[src/core/frs_pkg.sv]
// Constants, field layouts and carriers for the result status flag block.
// Assumes an APB slave with 32-bit data and one aligned word per register.
package frs_pkg;

  // Register byte addresses
  localparam logic [7:0] FRS_OFF_RESULT = 8'h00;
  localparam logic [7:0] FRS_OFF_DRIVE  = 8'h04;
  localparam logic [7:0] FRS_OFF_CTRL   = 8'h08;
  localparam logic [7:0] FRS_OFF_PREV   = 8'h0c;

  // Result byte field positions
  localparam int FRS_B_CM = 6;
  localparam int FRS_B_DD = 5;
  localparam int FRS_B_WC = 4;
  localparam int FRS_B_SH = 3;
  localparam int FRS_B_SN = 2;
  localparam int FRS_B_BC = 1;
  localparam int FRS_B_MD = 0;

  // Drive byte field positions
  localparam int FRS_B_FT  = 7;
  localparam int FRS_B_WP  = 6;
  localparam int FRS_B_RDY = 5;
  localparam int FRS_B_T0  = 4;
  localparam int FRS_B_TS  = 3;
  localparam int FRS_B_HD  = 2;
  localparam int FRS_B_US1 = 1;
  localparam int FRS_B_US0 = 0;

  // Previous-byte field positions (no data, missing address mark)
  localparam int FRS_B_ND = 2;
  localparam int FRS_B_MA = 0;

  // Reset values and special codes
  localparam logic [7:0] FRS_RST_BYTE = 8'h00;
  localparam logic [7:0] FRS_CYL_BAD  = 8'hff;

  // Primary address group decode
  localparam logic [9:0] FRS_IO_LO  = 10'h3f1;
  localparam logic [9:0] FRS_IO_HI  = 10'h3f7;
  localparam logic [9:0] FRS_IO_ALT = 10'h1f7;

  // Command kinds; the kind of the running command gates which events set flags
  typedef enum logic [1:0] {
    FRS_IDLE,
    FRS_READ,
    FRS_SCAN,
    FRS_WDEL
  } frs_cmd_e;

  // Events from the sequencer and data path
  typedef struct packed {
    logic       cmd_start;
    frs_cmd_e   cmd_kind;
    logic       deleted_mark;
    logic       data_crc_bad;
    logic       sector_missing;
    logic [7:0] cyl_medium;
    logic [7:0] cyl_id;
    logic       scan_equal;
    logic       scan_none;
    logic       data_mark_missing;
  } frs_evt_s;

  // Drive interface levels
  typedef struct packed {
    logic fault;
    logic wprot;
    logic ready;
    logic track0;
    logic two_side;
  } frs_drv_s;

endpackage : frs_pkg

[src/core/frs_status.sv]
// Result status flags and drive-state byte behind an APB slave.
// Assumes events are single-cycle pulses synchronous to CLK.
`timescale 1ns/100ps
module frs_status (
  input  wire logic            CLK,
  input  wire logic            ARST_N,
  input  wire logic            PSEL,
  input  wire logic            PENABLE,
  input  wire logic            PWRITE,
  input  wire logic [7:0]      PADDR,
  input  wire logic [31:0]     PWDATA,
  output logic                 PREADY,
  output logic [31:0]          PRDATA,
  output logic                 PSLVERR,
  input  wire frs_pkg::frs_evt_s EVT,
  input  wire frs_pkg::frs_drv_s DRV,
  input  wire logic            ADDR_STRAP,
  input  wire logic [9:0]      IO_ADDR,
  output logic                 IO_HIT,
  output logic                 SIDE_SEL,
  output logic                 DRV_SEL_HIGH,
  output logic                 DRV_SEL_LOW
);
  import frs_pkg::*;

  logic [7:0] result_q;
  logic [7:0] prev_q;
  logic [7:0] drive_q;
  logic [2:0] sel_q;
  logic       busy_q;
  frs_cmd_e   kind_q;
  logic       cyl_diff;
  logic       no_data;
  logic       apb_acc;

  ////////////////////////////////////////////////////////////////////////
  // Decode helper used for the error answer only; the read mux decodes with its own case
  function automatic logic frs_mapped(input logic [7:0] a);
    frs_mapped = (a == FRS_OFF_RESULT) || (a == FRS_OFF_DRIVE) ||
                 (a == FRS_OFF_CTRL)   || (a == FRS_OFF_PREV);
  endfunction : frs_mapped

  assign apb_acc  = PSEL && PENABLE;
  assign cyl_diff = EVT.cyl_medium != EVT.cyl_id;
  // Sector lookup failure only counts during read, scan, write-deleted
  assign no_data  = EVT.sector_missing && busy_q;

  ////////////////////////////////////////////////////////////////////////
  // Command tracking; the kind gates which events may set flags
  always_ff @(posedge CLK or negedge ARST_N) begin
    if (!ARST_N) begin
      busy_q <= 1'b0;
      kind_q <= FRS_IDLE;
    end else if (EVT.cmd_start) begin
      busy_q <= EVT.cmd_kind != FRS_IDLE;
      kind_q <= EVT.cmd_kind;
    end
  end

  ////////////////////////////////////////////////////////////////////////
  // Result byte; a new command clears it, events in that cycle still land
  always_ff @(posedge CLK or negedge ARST_N) begin
    if (!ARST_N) begin
      result_q <= FRS_RST_BYTE;
    end else begin
      if (EVT.cmd_start) begin
        result_q <= FRS_RST_BYTE;
      end
      if (EVT.deleted_mark && (kind_q == FRS_READ ||
                               kind_q == FRS_SCAN) && busy_q) begin
        result_q[FRS_B_CM] <= 1'b1;
      end
      if (EVT.data_crc_bad && busy_q) begin
        result_q[FRS_B_DD] <= 1'b1;
      end
      if (no_data && cyl_diff) begin
        result_q[FRS_B_WC] <= 1'b1;
      end
      if (no_data && cyl_diff && EVT.cyl_medium == FRS_CYL_BAD) begin
        result_q[FRS_B_BC] <= 1'b1;
      end
      if (EVT.scan_equal && kind_q == FRS_SCAN && busy_q) begin
        result_q[FRS_B_SH] <= 1'b1;
      end
      if (EVT.scan_none && kind_q == FRS_SCAN && busy_q) begin
        result_q[FRS_B_SN] <= 1'b1;
      end
      if (EVT.data_mark_missing && busy_q) begin
        result_q[FRS_B_MD] <= 1'b1;
      end
      result_q[7] <= 1'b0;
    end
  end

  ////////////////////////////////////////////////////////////////////////
  // Preceding status byte bits that accompany the result flags
  always_ff @(posedge CLK or negedge ARST_N) begin
    if (!ARST_N) begin
      prev_q <= FRS_RST_BYTE;
    end else begin
      if (EVT.cmd_start) begin
        prev_q <= FRS_RST_BYTE;
      end
      if (no_data) begin
        prev_q[FRS_B_ND] <= 1'b1;
      end
      if (EVT.data_mark_missing && busy_q) begin
        prev_q[FRS_B_MA] <= 1'b1;
      end
    end
  end

  ////////////////////////////////////////////////////////////////////////
  // Drive and side selects, written by software over the control word
  always_ff @(posedge CLK or negedge ARST_N) begin
    if (!ARST_N) begin
      sel_q <= 3'h0;
    end else if (apb_acc && PWRITE && PADDR == FRS_OFF_CTRL) begin
      sel_q <= PWDATA[2:0];
    end
  end

  // Live drive levels, one cycle of registering
  always_ff @(posedge CLK or negedge ARST_N) begin
    if (!ARST_N) begin
      drive_q <= FRS_RST_BYTE;
    end else begin
      drive_q[FRS_B_FT]  <= DRV.fault;
      drive_q[FRS_B_WP]  <= DRV.wprot;
      drive_q[FRS_B_RDY] <= DRV.ready;
      drive_q[FRS_B_T0]  <= DRV.track0;
      drive_q[FRS_B_TS]  <= DRV.two_side;
      drive_q[FRS_B_HD]  <= sel_q[2];
      drive_q[FRS_B_US1] <= sel_q[1];
      drive_q[FRS_B_US0] <= sel_q[0];
    end
  end

  // Select pins track the control word; status sees the same flops
  always_ff @(posedge CLK or negedge ARST_N) begin
    if (!ARST_N) begin
      SIDE_SEL     <= 1'b0;
      DRV_SEL_HIGH <= 1'b0;
      DRV_SEL_LOW  <= 1'b0;
    end else begin
      SIDE_SEL     <= sel_q[2];
      DRV_SEL_HIGH <= sel_q[1];
      DRV_SEL_LOW  <= sel_q[0];
    end
  end

  ////////////////////////////////////////////////////////////////////////
  // Host address group decoder, enabled only by the strap
  always_ff @(posedge CLK or negedge ARST_N) begin
    if (!ARST_N) begin
      IO_HIT <= 1'b0;
    end else begin
      IO_HIT <= ADDR_STRAP && ((IO_ADDR >= FRS_IO_LO &&
                IO_ADDR <= FRS_IO_HI) || IO_ADDR == FRS_IO_ALT);
    end
  end

  ////////////////////////////////////////////////////////////////////////
  // APB answer: one wait state, data and error registered
  always_ff @(posedge CLK or negedge ARST_N) begin
    if (!ARST_N) begin
      PREADY  <= 1'b0;
      PRDATA  <= 32'h0;
      PSLVERR <= 1'b0;
    end else begin
      PREADY  <= PSEL && PENABLE && !PREADY;
      PSLVERR <= PSEL && PENABLE && !PREADY && !frs_mapped(PADDR);
      PRDATA  <= 32'h0;
      if (PSEL && PENABLE && !PREADY && !PWRITE) begin
        case (PADDR)
          FRS_OFF_RESULT: PRDATA <= {24'h0, result_q};
          FRS_OFF_DRIVE:  PRDATA <= {24'h0, drive_q};
          FRS_OFF_CTRL:   PRDATA <= {29'h0, sel_q};
          FRS_OFF_PREV:   PRDATA <= {24'h0, prev_q};
          default:        PRDATA <= 32'h0;
        endcase
      end
    end
  end

  ////////////////////////////////////////////////////////////////////////
  // Checks
  property p_top_zero;
    @(posedge CLK) disable iff (!ARST_N) result_q[7] == 1'b0;
  endproperty
  a_top_zero: assert property (p_top_zero)
    else $error("result top bit set");

  property p_cm;
    @(posedge CLK) disable iff (!ARST_N)
      EVT.deleted_mark && busy_q && kind_q == FRS_READ
      |=> result_q[FRS_B_CM];
  endproperty
  a_cm: assert property (p_cm)
    else $error("control mark not set");

  property p_dd;
    @(posedge CLK) disable iff (!ARST_N)
      EVT.data_crc_bad && busy_q |=> result_q[FRS_B_DD];
  endproperty
  a_dd: assert property (p_dd)
    else $error("crc flag not set");

  property p_wc;
    @(posedge CLK) disable iff (!ARST_N)
      no_data && cyl_diff |=> result_q[FRS_B_WC] && prev_q[FRS_B_ND];
  endproperty
  a_wc: assert property (p_wc)
    else $error("wrong cylinder not set");

  property p_sn;
    @(posedge CLK) disable iff (!ARST_N)
      EVT.scan_none && busy_q && kind_q == FRS_SCAN
      |=> result_q[FRS_B_SN];
  endproperty
  a_sn: assert property (p_sn)
    else $error("scan not satisfied not set");

  property p_md_ma;
    @(posedge CLK) disable iff (!ARST_N)
      EVT.data_mark_missing && busy_q
      |=> result_q[FRS_B_MD] && prev_q[FRS_B_MA];
  endproperty
  a_md_ma: assert property (p_md_ma)
    else $error("missing mark pair not set");

  property p_ft;
    @(posedge CLK) disable iff (!ARST_N)
      ##1 drive_q[FRS_B_FT] == $past(DRV.fault);
  endproperty
  a_ft: assert property (p_ft)
    else $error("fault bit stale");

  property p_clear;
    @(posedge CLK) disable iff (!ARST_N)
      EVT.cmd_start && !EVT.deleted_mark && !EVT.data_crc_bad &&
      !EVT.sector_missing && !EVT.scan_equal && !EVT.scan_none &&
      !EVT.data_mark_missing |=> result_q == FRS_RST_BYTE;
  endproperty
  a_clear: assert property (p_clear)
    else $error("result not cleared");

  // Equal hit is only honoured inside a scan
  property p_sh;
    @(posedge CLK) disable iff (!ARST_N)
      EVT.scan_equal && busy_q && kind_q == FRS_SCAN
      |=> result_q[FRS_B_SH];
  endproperty
  a_sh: assert property (p_sh)
    else $error("scan equal hit not set");

  // Bad cylinder always brings wrong cylinder with it
  property p_bc;
    @(posedge CLK) disable iff (!ARST_N)
      no_data && cyl_diff && EVT.cyl_medium == FRS_CYL_BAD
      |=> result_q[FRS_B_BC] && result_q[FRS_B_WC];
  endproperty
  a_bc: assert property (p_bc)
    else $error("bad cylinder not set");

  // Missing data mark lands in bit 0
  property p_md;
    @(posedge CLK) disable iff (!ARST_N)
      EVT.data_mark_missing && busy_q |=> result_q[FRS_B_MD];
  endproperty
  a_md: assert property (p_md)
    else $error("missing data mark not set");

  // No-data condition is reported in the preceding byte
  property p_nd;
    @(posedge CLK) disable iff (!ARST_N)
      no_data |=> prev_q[FRS_B_ND];
  endproperty
  a_nd: assert property (p_nd)
    else $error("no data flag not set");

  // Idle events must leave the result byte alone
  property p_idle_hold;
    @(posedge CLK) disable iff (!ARST_N)
      !busy_q && !EVT.cmd_start |=> result_q == $past(result_q);
  endproperty
  a_idle_hold: assert property (p_idle_hold)
    else $error("result changed while idle");

  // Write-deleted never reports a control mark
  property p_cm_wdel;
    @(posedge CLK) disable iff (!ARST_N)
      busy_q && kind_q == FRS_WDEL && !EVT.cmd_start
      |=> !result_q[FRS_B_CM];
  endproperty
  a_cm_wdel: assert property (p_cm_wdel)
    else $error("control mark set in write deleted");

  property p_wp;
    @(posedge CLK) disable iff (!ARST_N)
      ##1 drive_q[FRS_B_WP] == $past(DRV.wprot);
  endproperty
  a_wp: assert property (p_wp)
    else $error("write protect bit stale");

  property p_rdy;
    @(posedge CLK) disable iff (!ARST_N)
      ##1 drive_q[FRS_B_RDY] == $past(DRV.ready);
  endproperty
  a_rdy: assert property (p_rdy)
    else $error("ready bit stale");

  property p_t0;
    @(posedge CLK) disable iff (!ARST_N)
      ##1 drive_q[FRS_B_T0] == $past(DRV.track0);
  endproperty
  a_t0: assert property (p_t0)
    else $error("track zero bit stale");

  property p_ts;
    @(posedge CLK) disable iff (!ARST_N)
      ##1 drive_q[FRS_B_TS] == $past(DRV.two_side);
  endproperty
  a_ts: assert property (p_ts)
    else $error("two sided bit stale");

  // Status select bits and select pins come from the same word
  property p_hd;
    @(posedge CLK) disable iff (!ARST_N)
      ##1 drive_q[FRS_B_HD] == $past(sel_q[2]) && SIDE_SEL == drive_q[2];
  endproperty
  a_hd: assert property (p_hd)
    else $error("side select bit stale");

  property p_us1;
    @(posedge CLK) disable iff (!ARST_N)
      ##1 drive_q[FRS_B_US1] == $past(sel_q[1]) &&
      DRV_SEL_HIGH == drive_q[1];
  endproperty
  a_us1: assert property (p_us1)
    else $error("upper drive select bit stale");

  property p_us0;
    @(posedge CLK) disable iff (!ARST_N)
      ##1 drive_q[FRS_B_US0] == $past(sel_q[0]) &&
      DRV_SEL_LOW == drive_q[0];
  endproperty
  a_us0: assert property (p_us0)
    else $error("lower drive select bit stale");

  // Decoder answers only with the strap high
  property p_hit;
    @(posedge CLK) disable iff (!ARST_N)
      !ADDR_STRAP |=> !IO_HIT;
  endproperty
  a_hit: assert property (p_hit)
    else $error("decoder hit without strap");

  // Ready is a single-cycle pulse, never two in a row
  property p_pready;
    @(posedge CLK) disable iff (!ARST_N)
      PREADY |=> !PREADY;
  endproperty
  a_pready: assert property (p_pready)
    else $error("ready held too long");

  c_nd: cover property (@(posedge CLK) disable iff (!ARST_N)
    prev_q[FRS_B_ND] && result_q[FRS_B_WC]);
  c_read: cover property (@(posedge CLK) disable iff (!ARST_N)
    apb_acc && !PWRITE && PADDR == FRS_OFF_RESULT ##1 PREADY);
  c_bad: cover property (@(posedge CLK) disable iff (!ARST_N)
    result_q[FRS_B_BC]);
  c_sh: cover property (@(posedge CLK) disable iff (!ARST_N)
    result_q[FRS_B_SH]);

endmodule : frs_status

[config.mk]
export PLATFORM = sky130hd
export DESIGN_NAME = frs_status
export DESIGN_NICKNAME = d
export VERILOG_FILES = /design/src/core/frs_pkg.sv /design/src/core/frs_status.sv
export SDC_FILE = /design/constraint.sdc
export NUM_CORES = 1
export LEC_CHECK = 0
export BUFFER_PORTS_ARGS = -buffer_cell sky130_fd_sc_hd__buf_2
export CAP_MARGIN = 30
export CORE_MARGIN = 1
export CORE_UTILIZATION = 35
export CTS_CLUSTER_DIAMETER = 80
export DETAILED_ROUTE_END_ITERATION = 10
export PLACE_DENSITY = 0.82
export REMOVE_ABC_BUFFERS = 1
export SYNTH_ARGS = -nofsm -noshare
export SYNTH_HDL_FRONTEND = slang
export SYNTH_SLANG_ARGS = --single-unit
[constraint.sdc]
create_clock -name CLK -period 5.42 [get_ports CLK]
set_clock_uncertainty 0.05 [all_clocks]
set_input_delay 0.542 -clock CLK [delete_from_list [all_inputs] [get_ports CLK]]
set_output_delay 0.542 -clock CLK [all_outputs]
set_load 0.005 [all_outputs]
==> metrics.txt, run 1 <==
Final setup violation count=0; vias in the first global route=around 1100; clock buffer count from CTS=5; kind of cell adding the most delay to the critical path=simple AND/OR/NAND/NOR gates; CTS root buf=clkbuf_8; CP required=5.58 ns; WL met1=roughly 1.1 mm; synthesized cell area=1573 sq um; post-synthesis simple-gate area fraction=13.29%; pin count of the biggest net entering global routing=34; Setup WS pre-CTS=3.218 ns; clk_lat worst skew=around 0.28 ns; final net count=305; Synth Area in XOR/XNOR=~4.5%; TritonCTS clock tree=built; LEAKAGE=1.074 nW; 1st-iter DRT viols=45; Relative slew margins=between 50% and 60%; CP arrival=2.07 ns; Slew Limit Fails=0; post-CTS setup buffers=0; share of layout cells above drive strength 1=39.27%; startpoint types=primary input; syn avg cell area=10.92 sq um; grt total ovfl=0; placer congestion estimate=0.6825; asr flop ratio synth=100.0%; core area=4324 sq um; number of remaining DRC errors=0; Clock Path Buffers=2; drt first pass iters=4; WL final=2.868 mm; fin worst setup slack=approximately 3.5 ns; min-delay worst type=primary input to asynchronous set/reset pin; Worst-path clk slew=0.07 ns; # rows=24; initial antenna violation count=0; CP max FO=5; Main synth FF type=dfrtp_1; FMAX=525.5 MHz; cts hold-fix bufs=0; synthesized instance count=~140; die width=69.04 microns; Yosys warnings=0; sequential fraction of the synthesis area=52.51%; Syn-to-layout area delta=26.89%; Post-DP HPWL=around 2.3 mm; pwr/cell area=281.2 nW/um^2; I/O pin cnt=124; synthesized flop and latch total=33; routed len/inst=10.58 microns; maximum VDD drop=around 120 uV; status=complete, no violations; H-tree levels=2; CP Class=primary input to flop; fin area=~2000 sq um; DRT antenna net count=0; first-pass GRT wire length=roughly 4.7 mm; mux share of post-synthesis cell area=8.115%; Clock Sinks=33; adder-cell share of the synthesized area=0.7955%; IO buf count=70; Final period util=35.11%; full die area=between 4000 and 5000 sq um; post-synthesis compound-gate area fraction=5.807%; Worst Setup End Kind=flop; dpl cell area=around 1900 sq um; Post-CTS Resized=0; highest routed layer=met4; WL met3=175 microns; via count=1190; Buffers & Inverters on Critical Path=1; setup TNS=0 ns; Worst path most repeated cell=or4_4; Post-synth EDFFs=0; via density per instance=~4.4; max incr delay on CP=0.52 ns; Initial Utilization=between 30% and 40%; RSZ-0062 raised after global routing=false; Synth cell types=29; Die Height=69.04 microns; Cell Chain, Critical Path=buf_2 -> or4_4 -> or4_4 -> or2_4 -> nor2_1; largest family of logic cells by synthesized area=buffers and inverters; final hold viol count=0; MaxCap Viol Count=0; critical path's slowest cell=or4_4; metal2 WL=1.545 mm; diode count=0; minimum clock period=1.903 ns; GRT Overall Usage=12.74%; Slew @ Worst Pin=0.6991 ns
state kept, by name (all words and copies together), names as in the netlist:
register	count
IO_HIT	1
sel_q	3
PRDATA	8
prev_q	2
result_q	6
busy_q	1
kind_q	2
PREADY	1
drive_q	8
PSLVERR	1
cell usage in the layout, fill, tap and decap left out, types with 2 or more instances in the layout:
master    count
a211oi_1      2
a21oi_1       3
buf_2        70
clkbuf_8      6
conb_1       24
dfrtp_1      33
inv_1        10
mux2_2        4
mux2i_1       6
nand2_1       6
nand3_1       4
nand4_1       4
nor2_1       12
nor2b_1       2
nor3_1        2
o21ai_0       8
o22ai_1       2
or4_4         2
xnor2_1       8
final timing paths:
check,start,to,slack [ns],cells after the start
worst max-delay path,PADDR[5],PRDATA[6]$_DFF_PN0_,3.52,5
worst max register to register,PREADY$_DFF_PN0_,PRDATA[6]$_DFF_PN0_,3.56,4
min in group CLK,DRV[0],drive_q[3]$_DFF_PN0_,0.31,1
worst min register to register,sel_q[2]$_DFFE_PN0P_,drive_q[2]$_DFF_PN0_,0.36,0
worst min-delay path,ARST_N,PRDATA[0]$_DFF_PN0_,0.25,1
max in group asynchronous,ARST_N,sel_q[2]$_DFFE_PN0P_,4.62,1
stage by stage:
step / std cells / util, % / total power [mW] / hold slack [ns]
6_report: 271 / 46.15 / 0.5612 / 0.2506
5_1_grt: 271 / 46.15 / 0.5872 / 0.2939
4_1_cts: 271 / 46.15 / 0.5682 / 0.2694
3_5_place_dp: 263 / 43.46 / 0.3322 / 0.3495
3_3_place_gp: 263 / 43.46 / 0.3290 / 0.3441
2_1_floorplan: 141 / - / 0.2950 / 0.1964
kinds of logic (layout without fill, tap and decap cells):
kind of cell,after synthesis,in the layout
AOI/OAI and AO/OA,16,16
buffers and inverters,36,88
xor gates and xnor gates,8,8
other,1,24
DFF,33,33
and+or+nand+nor,38,38
adders and majority gates,1,1
muxes,11,11
cells in the mapped netlist, types with 2 or more instances:
master | number | share of area [%]
nor2_1 | 12 | 2.9
nor2b_1 | 2 | 0.80
a211oi_1 | 2 | 0.95
nand3_1 | 4 | 1.3
o21ai_0 | 8 | 2.5
a21oi_1 | 3 | 0.95
inv_1 | 10 | 2.4
dfrtp_1 | 33 | 53
nand2_1 | 6 | 1.4
xnor2_1 | 8 | 4.5
mux2i_1 | 6 | 3.8
o22ai_1 | 2 | 0.80
nor3_1 | 2 | 0.64
buf_4 | 24 | 11
mux2_2 | 4 | 2.9
or4_4 | 2 | 1.4
nand4_1 | 4 | 1.6
routing by layer:
layer | vias to the layer above | track usage, %
met4 | 0 | 7.256
met1 | 551 | 13.12
met2 | 49 | 22.33
li1 | 584 | -
met3 | 6 | 4.386
met5 | - | 0
cell type report:
cell class	instances	area (sq um)
fill	426	2328
sequential	33	825.8
multi-input combinational	98	600.6
timing repair buffer	70	350.3
clock buffer	7	86.33
tap	52	65.06
inverter	10	37.54
clock inverter	1	30.03
report_power, final:
| part | internal (mW) | total, mW | switching, mW |
|---|---|---|---|
| registers | 0.258 | 0.265 | 0.00682 |
| clock network | 0.150 | 0.235 | 0.0848 |
| logic | 0.0308 | 0.0618 | 0.0310 |
| total | 0.439 | 0.561 | 0.123 |
Note: power is estimated with default switching activity, not from simulation.
==> inputs of run 2 (changes only) <==
==> constraint.sdc (replaced) <==
create_clock -name CLK -period 1.8 [get_ports CLK]
set_clock_uncertainty 0.05 [all_clocks]
set_input_delay 0.18 -clock CLK [delete_from_list [all_inputs] [get_ports CLK]]
set_output_delay 0.18 -clock CLK [all_outputs]
set_load 0.005 [all_outputs]
==> run 2 against run 1 <==
Against the previous run: setup slack worse by 3.5 ns; sequential power grew to 3.0 times the previous value; critical path type is now flop to flop; critical path depth fell by 1; highest routed layer unchanged; wire length fell by 1.0%.
==> metrics.txt, run 2 (synthesis results as in run 1) <==
status=complete, no violations; fin area=2049 sq um; minimum clock period=1.783 ns; MaxCap Viol Count=0; biggest regs=PRDATA: 8 flops, drive_q: 8 flops, result_q: 6 flops; number of remaining DRC errors=0; final net count=around 310; Relative slew margins=53.84%; Initial Utilization=between 30% and 40%; CP Class=flop to flop; Worst-path clk slew=0.07 ns; Slew Limit Fails=0; grt peak-use layer=met2; Reg-to-Reg Start=PREADY$_DFF_PN0_; Reg2Reg Depth=4; clock network fraction of design power=33.5%; CP arrival=about 1.9 ns; GRT met1 Usage=a little over an eighth; # rows=24; startpoint types=flop; core area=roughly 4300 sq um; Reg-to-Reg End=PRDATA[6]$_DFF_PN0_; diode count=0; commonest non-fill, non-tap cell in the layout=buf_2; area of the multi-input gates=613.1 sq um; CP required=1.94 ns; Filler cells=roughly 420; drt first pass iters=3; Switching Fraction=about a quarter; Die Height=69.04 microns; most frequent cells in the layout=70 x buf_2, 33 x dfrtp_1, 24 x conb_1; GRT met3 Usage=1.901%; H-tree levels=2; WL final=around 2.8 mm; clock buffer count from CTS=5; first-pass GRT wire length=4.836 mm; Hold Startpoint=EVT[20]; M2 GR Usage=23.95%; P_sw=0.3501 mW; P_int=1.147 mW; Seq. cell area=a little over 800 sq um; full die area=4766 sq um; Comb pwr share=between 10% and 20%; CP max FO=5; RSZ-0062 raised after global routing=true; die width=69.04 microns; I/O pin cnt=between 100 and 150; Syn-to-layout area delta=30.31%; Clock Sinks=33; total power=1.497 mW; Post-DP HPWL=2.318 mm; via count=1195; Worst Hold Path EP=result_q[5]$_DFFE_PN0P_; CTS root buf=clkbuf_8; routed len/inst=about 10 microns; IO buf count=70; FMAX=560.7 MHz; flop2flop setup slack=0.02 ns; min-delay worst type=primary input to flop; placer congestion estimate=approximately 0.69; Final setup violation count=0; Worst Setup End Kind=flop; initial antenna violation count=0; grt total ovfl=0; 1st-iter DRT viols=57; WHS=0.07844 ns; maximum VDD drop=347.6 uV; final hold viol count=0; worst hold stages=3; share of layout cells above drive strength 1=40.53%; Seq pwr share=53.2%; Slew @ Worst Pin=0.6924 ns; dpl cell area=about 1900 sq um; clk_lat worst skew=0.27 ns; pin count of the biggest net entering global routing=34; GRT Overall Usage=between 10% and 20%; via density per instance=~4.3; Final period util=99.08%; TritonCTS clock tree=built; DRT antenna net count=0; vias in the first global route=1174; pwr/cell area=about 730 nW/um^2; post-CTS setup buffers=0; Clock Path Buffers=2; LEAKAGE=1.097 nW
-- run 2: cell types whose count changed in the layout (fill, tap and decap cells not counted) --
| cell | before | now |
|---|---|---|
| buf_4 | 0 | 2 |
| nor2_1 | 12 | 9 |
| clkinv_2 | 0 | 2 |
| clkbuf_8 | 6 | 5 |
| nor2_2 | 0 | 3 |
| bufinv_16 | 1 | 0 |
| dlygate4sd3_1 | 0 | 6 |
| a211oi_2 | 0 | 1 |
| a211oi_1 | 2 | 1 |
-- run 2: worst max-delay path by stage --
stage	startpoint	to	slack (ns)
4_1_cts	PREADY$_DFF_PN0_	PRDATA[4]$_DFF_PN0_	-0.005
3_3_place_gp	PADDR[5]	PRDATA[3]$_DFF_PN0_	0.02
6_report	PREADY$_DFF_PN0_	PRDATA[6]$_DFF_PN0_	0.02
2_1_floorplan	PREADY$_DFF_PN0_	PRDATA[3]$_DFF_PN0_	0.03
5_1_grt	PREADY$_DFF_PN0_	PRDATA[6]$_DFF_PN0_	-0.06
3_5_place_dp	PADDR[5]	PRDATA[0]$_DFF_PN0_	-0.02
-- run 2: layout make-up --
cell class / count / area share, %
clock buffer: 6 / 3.541
clock inverter: 2 / 0.4884
inverter: 10 / 1.831
multi-input combinational: 98 / 29.91
sequential: 33 / 40.29
tap: 52 / 3.175
timing repair buffer: 78 / 20.76
-- run 2: per-stage QoR --
step	instances	TNS (ns)	setup slack, ns	util, %
2_1_floorplan	141	0	0.02775	-
5_1_grt	279	-0.2298	-0.05644	47.40
3_3_place_gp	265	0	0.01659	43.81
3_5_place_dp	265	-0.05439	-0.02485	43.81
6_report	279	0	0.01653	47.40
4_1_cts	279	-0.005753	-0.004893	47.28
-- run 2: timing repair --
item	in CTS	in global routing
setup endpoints to repair	6	7
resized for setup	2	2
pin swaps	7	1
endpoints found under the hold margin	38	0
hold buffers	6	0
gates cloned	0	0
-- run 2: layer usage --
| layer | wire [microns] | part of all wire, % | vias up |
|---|---|---|---|
| met5 | 0 | 0 | - |
| met4 | 20 | 0.70 | 0 |
| met3 | 141 | 5.0 | 2 |
| met2 | 1566 | 55 | 47 |
| met1 | 1111 | 39 | 548 |
| li1 | - | - | 598 |
-- run 2: worst max-delay path: stages, from the launching register on --
cell,delay (ns)
dfrtp_1,0.38
or4bb_1,0.48
or4_4,0.43
or2_4,0.28
nor2_2,0.09
-- run 2: power by group through the flow --
stage / registers (mW) / clock network (mW) / logic (mW)
floorplan: 0.805 / 0 / 0.0829
global placement: 0.809 / 0 / 0.184
detailed placement: 0.812 / 0 / 0.190
CTS: 0.798 / 0.517 / 0.202
global route: 0.802 / 0.548 / 0.228
finish: 0.797 / 0.501 / 0.199
==> inputs of run 3 (changes only) <==
--- a/config.mk
+++ b/config.mk
@@ -5,13 +5,14 @@
 export SDC_FILE = /design/constraint.sdc
 export NUM_CORES = 1
 export LEC_CHECK = 0
-export BUFFER_PORTS_ARGS = -buffer_cell sky130_fd_sc_hd__buf_2
 export CAP_MARGIN = 30
 export CORE_MARGIN = 1
 export CORE_UTILIZATION = 35
 export CTS_CLUSTER_DIAMETER = 80
+export CTS_CLUSTER_SIZE = 8
 export DETAILED_ROUTE_END_ITERATION = 10
-export PLACE_DENSITY = 0.82
+export DONT_BUFFER_PORTS = 1
+export PLACE_DENSITY = 0.58
 export REMOVE_ABC_BUFFERS = 1
 export SYNTH_ARGS = -nofsm -noshare
 export SYNTH_HDL_FRONTEND = slang
==> run 3 against run 2 <==
Against the previous run: cell count down 19%; wire length up 6.0%; core utilization down 3.0 points; maximum frequency down 0.90%; sequential cell count unchanged; first-iteration DRC count unchanged; cell area down 6.4%; setup slack worse by 0.016 ns; power up 11%.
==> metrics.txt, run 3 (synthesis results as in run 1) <==
status=complete, no violations; Slew Limit Fails=0; final net count=260; first-pass GRT wire length=5.023 mm; vias in the first global route=~1100; total power=around 1.7 mW; CP Class=flop to flop; via count=1033; Reg2Reg Depth=4; H-tree levels=2; Clock Path Buffers=2; core area=4324 sq um; startpoint types=flop; full die area=4766 sq um; Initial Utilization=between 30 and 40%; pwr/cell area=867.5 nW/um^2; TritonCTS clock tree=built; Seq. cell area=between 800 and 900 sq um; number of remaining DRC errors=0; fin area=1918 sq um; WL final=3.009 mm; biggest regs=PRDATA: 8 flops, drive_q: 8 flops, result_q: 6 flops; FMAX=555.6 MHz; IO buf count=0; via density per instance=approximately 4.6; Reg-to-Reg End=PRDATA[5]$_DFF_PN0_; minimum clock period=1.800 ns; GRT Overall Usage=between 10% and 20%; flop2flop setup slack=a little under 0.0003 ns; drt first pass iters=6; post-CTS setup buffers=0; CTS root buf=clkbuf_8; commonest non-fill, non-tap cell in the layout=dfrtp_1; maximum VDD drop=slightly above 300 uV; MaxCap Viol Count=0; Filler cells=around 420; diode count=0; Clock Sinks=33; share of layout cells above drive strength 1=13.22%; fin worst setup slack=0.0002898 ns; clock buffer count from CTS=5; routed len/inst=13.31 microns; initial antenna violation count=0; CP required=1.96 ns; # rows=24; dpl cell area=1544 sq um; Final period util=99.98%; Reg-to-Reg Start=PREADY$_DFF_PN0_; Syn-to-layout area delta=21.96%; Post-DP HPWL=around 2.2 mm; clk_lat worst skew=between 0.2 and 0.3 ns; 1st-iter DRT viols=57; grt total ovfl=0; Die Height=69.04 microns; Hold Startpoint=EVT[1]; setup TNS=0 ns; Worst-path clk slew=roughly 0.070 ns; pin count of the biggest net entering global routing=34; min-delay worst type=primary input to flop; final hold viol count=0; Worst Hold Path EP=result_q[2]$_DFFE_PN0P_; Final setup violation count=0; I/O pin cnt=124; RSZ-0062 raised after global routing=true; most frequent cells in the layout=33 x dfrtp_1, 24 x conb_1, 22 x dlygate4sd3_1; placer congestion estimate=0.7245; worst hold stages=2; CP arrival=1.96 ns; LEAKAGE=0.8826 nW; die width=69.04 microns; area of the multi-input gates=618.1 sq um; Cell Count, Final, Fillers Out=226; CP max FO=5; DRT antenna net count=0; placed insts=195; Setup WS pre-CTS=0.02028 ns; Worst Setup End Kind=flop
[run 3: worst max-delay path, stage by stage, from the launching register on]
cell and delay (ns):
dfrtp_1 0.38, or4bb_1 0.47, or4_4 0.43, or2_4 0.30, nor2_2 0.11
[run 3: worst max path at each step]
stage / endpoint / slack [ns] / startpoint
final: PRDATA[5]$_DFF_PN0_ / 0.0003 / PREADY$_DFF_PN0_
after global routing: PRDATA[3]$_DFF_PN0_ / -0.05 / PREADY$_DFF_PN0_
after CTS: PRDATA[7]$_DFF_PN0_ / 0.002 / PREADY$_DFF_PN0_
after detailed placement: PRDATA[7]$_DFF_PN0_ / 0.02 / PREADY$_DFF_PN0_
after global placement: PRDATA[6]$_DFF_PN0_ / 0.04 / PREADY$_DFF_PN0_
after floorplan: PRDATA[3]$_DFF_PN0_ / 0.03 / PREADY$_DFF_PN0_
[run 3: power by group]
group | leakage (nW) | switching (mW) | internal (mW)
clock | 0.0585 | 0.256 | 0.451
sequential | 0.426 | 0.0209 | 0.777
combinational | 0.398 | 0.0733 | 0.0859
total | 0.883 | 0.350 | 1.31
[run 3: final cells by class]
type	instances	area share, %
clock inverters	1	1.566
well taps	52	3.392
multi-input cells	98	32.22
clock buffers	7	4.501
inverters	10	1.957
flip-flops and latches	33	43.05
repair buffers	25	13.31
[run 3: what timing repair did]
item | CTS | global route
endpoints found under the hold margin | 55 | 0
hold buffers | 23 | 0
resized for setup | 0 | 5
setup endpoints to repair | 0 | 7
[run 3: metal layers]
layer	share of wire [%]	up-vias	global-route usage (%)
met1	38	474	15.53
met5	0	-	0
li1	-	496	-
met3	7.6	7	5.263
met2	53	56	21.57
met4	2.1	0	7.256
[run 3: through the flow]
step | hold WS, ns | utilization (%)
2_1_floorplan | -0.1656 | -
3_3_place_gp | -0.1648 | 35.71
3_5_place_dp | -0.1648 | 35.71
4_1_cts | 0.003568 | 43.95
5_1_grt | 0.001464 | 44.36
6_report | 0.005325 | 44.36
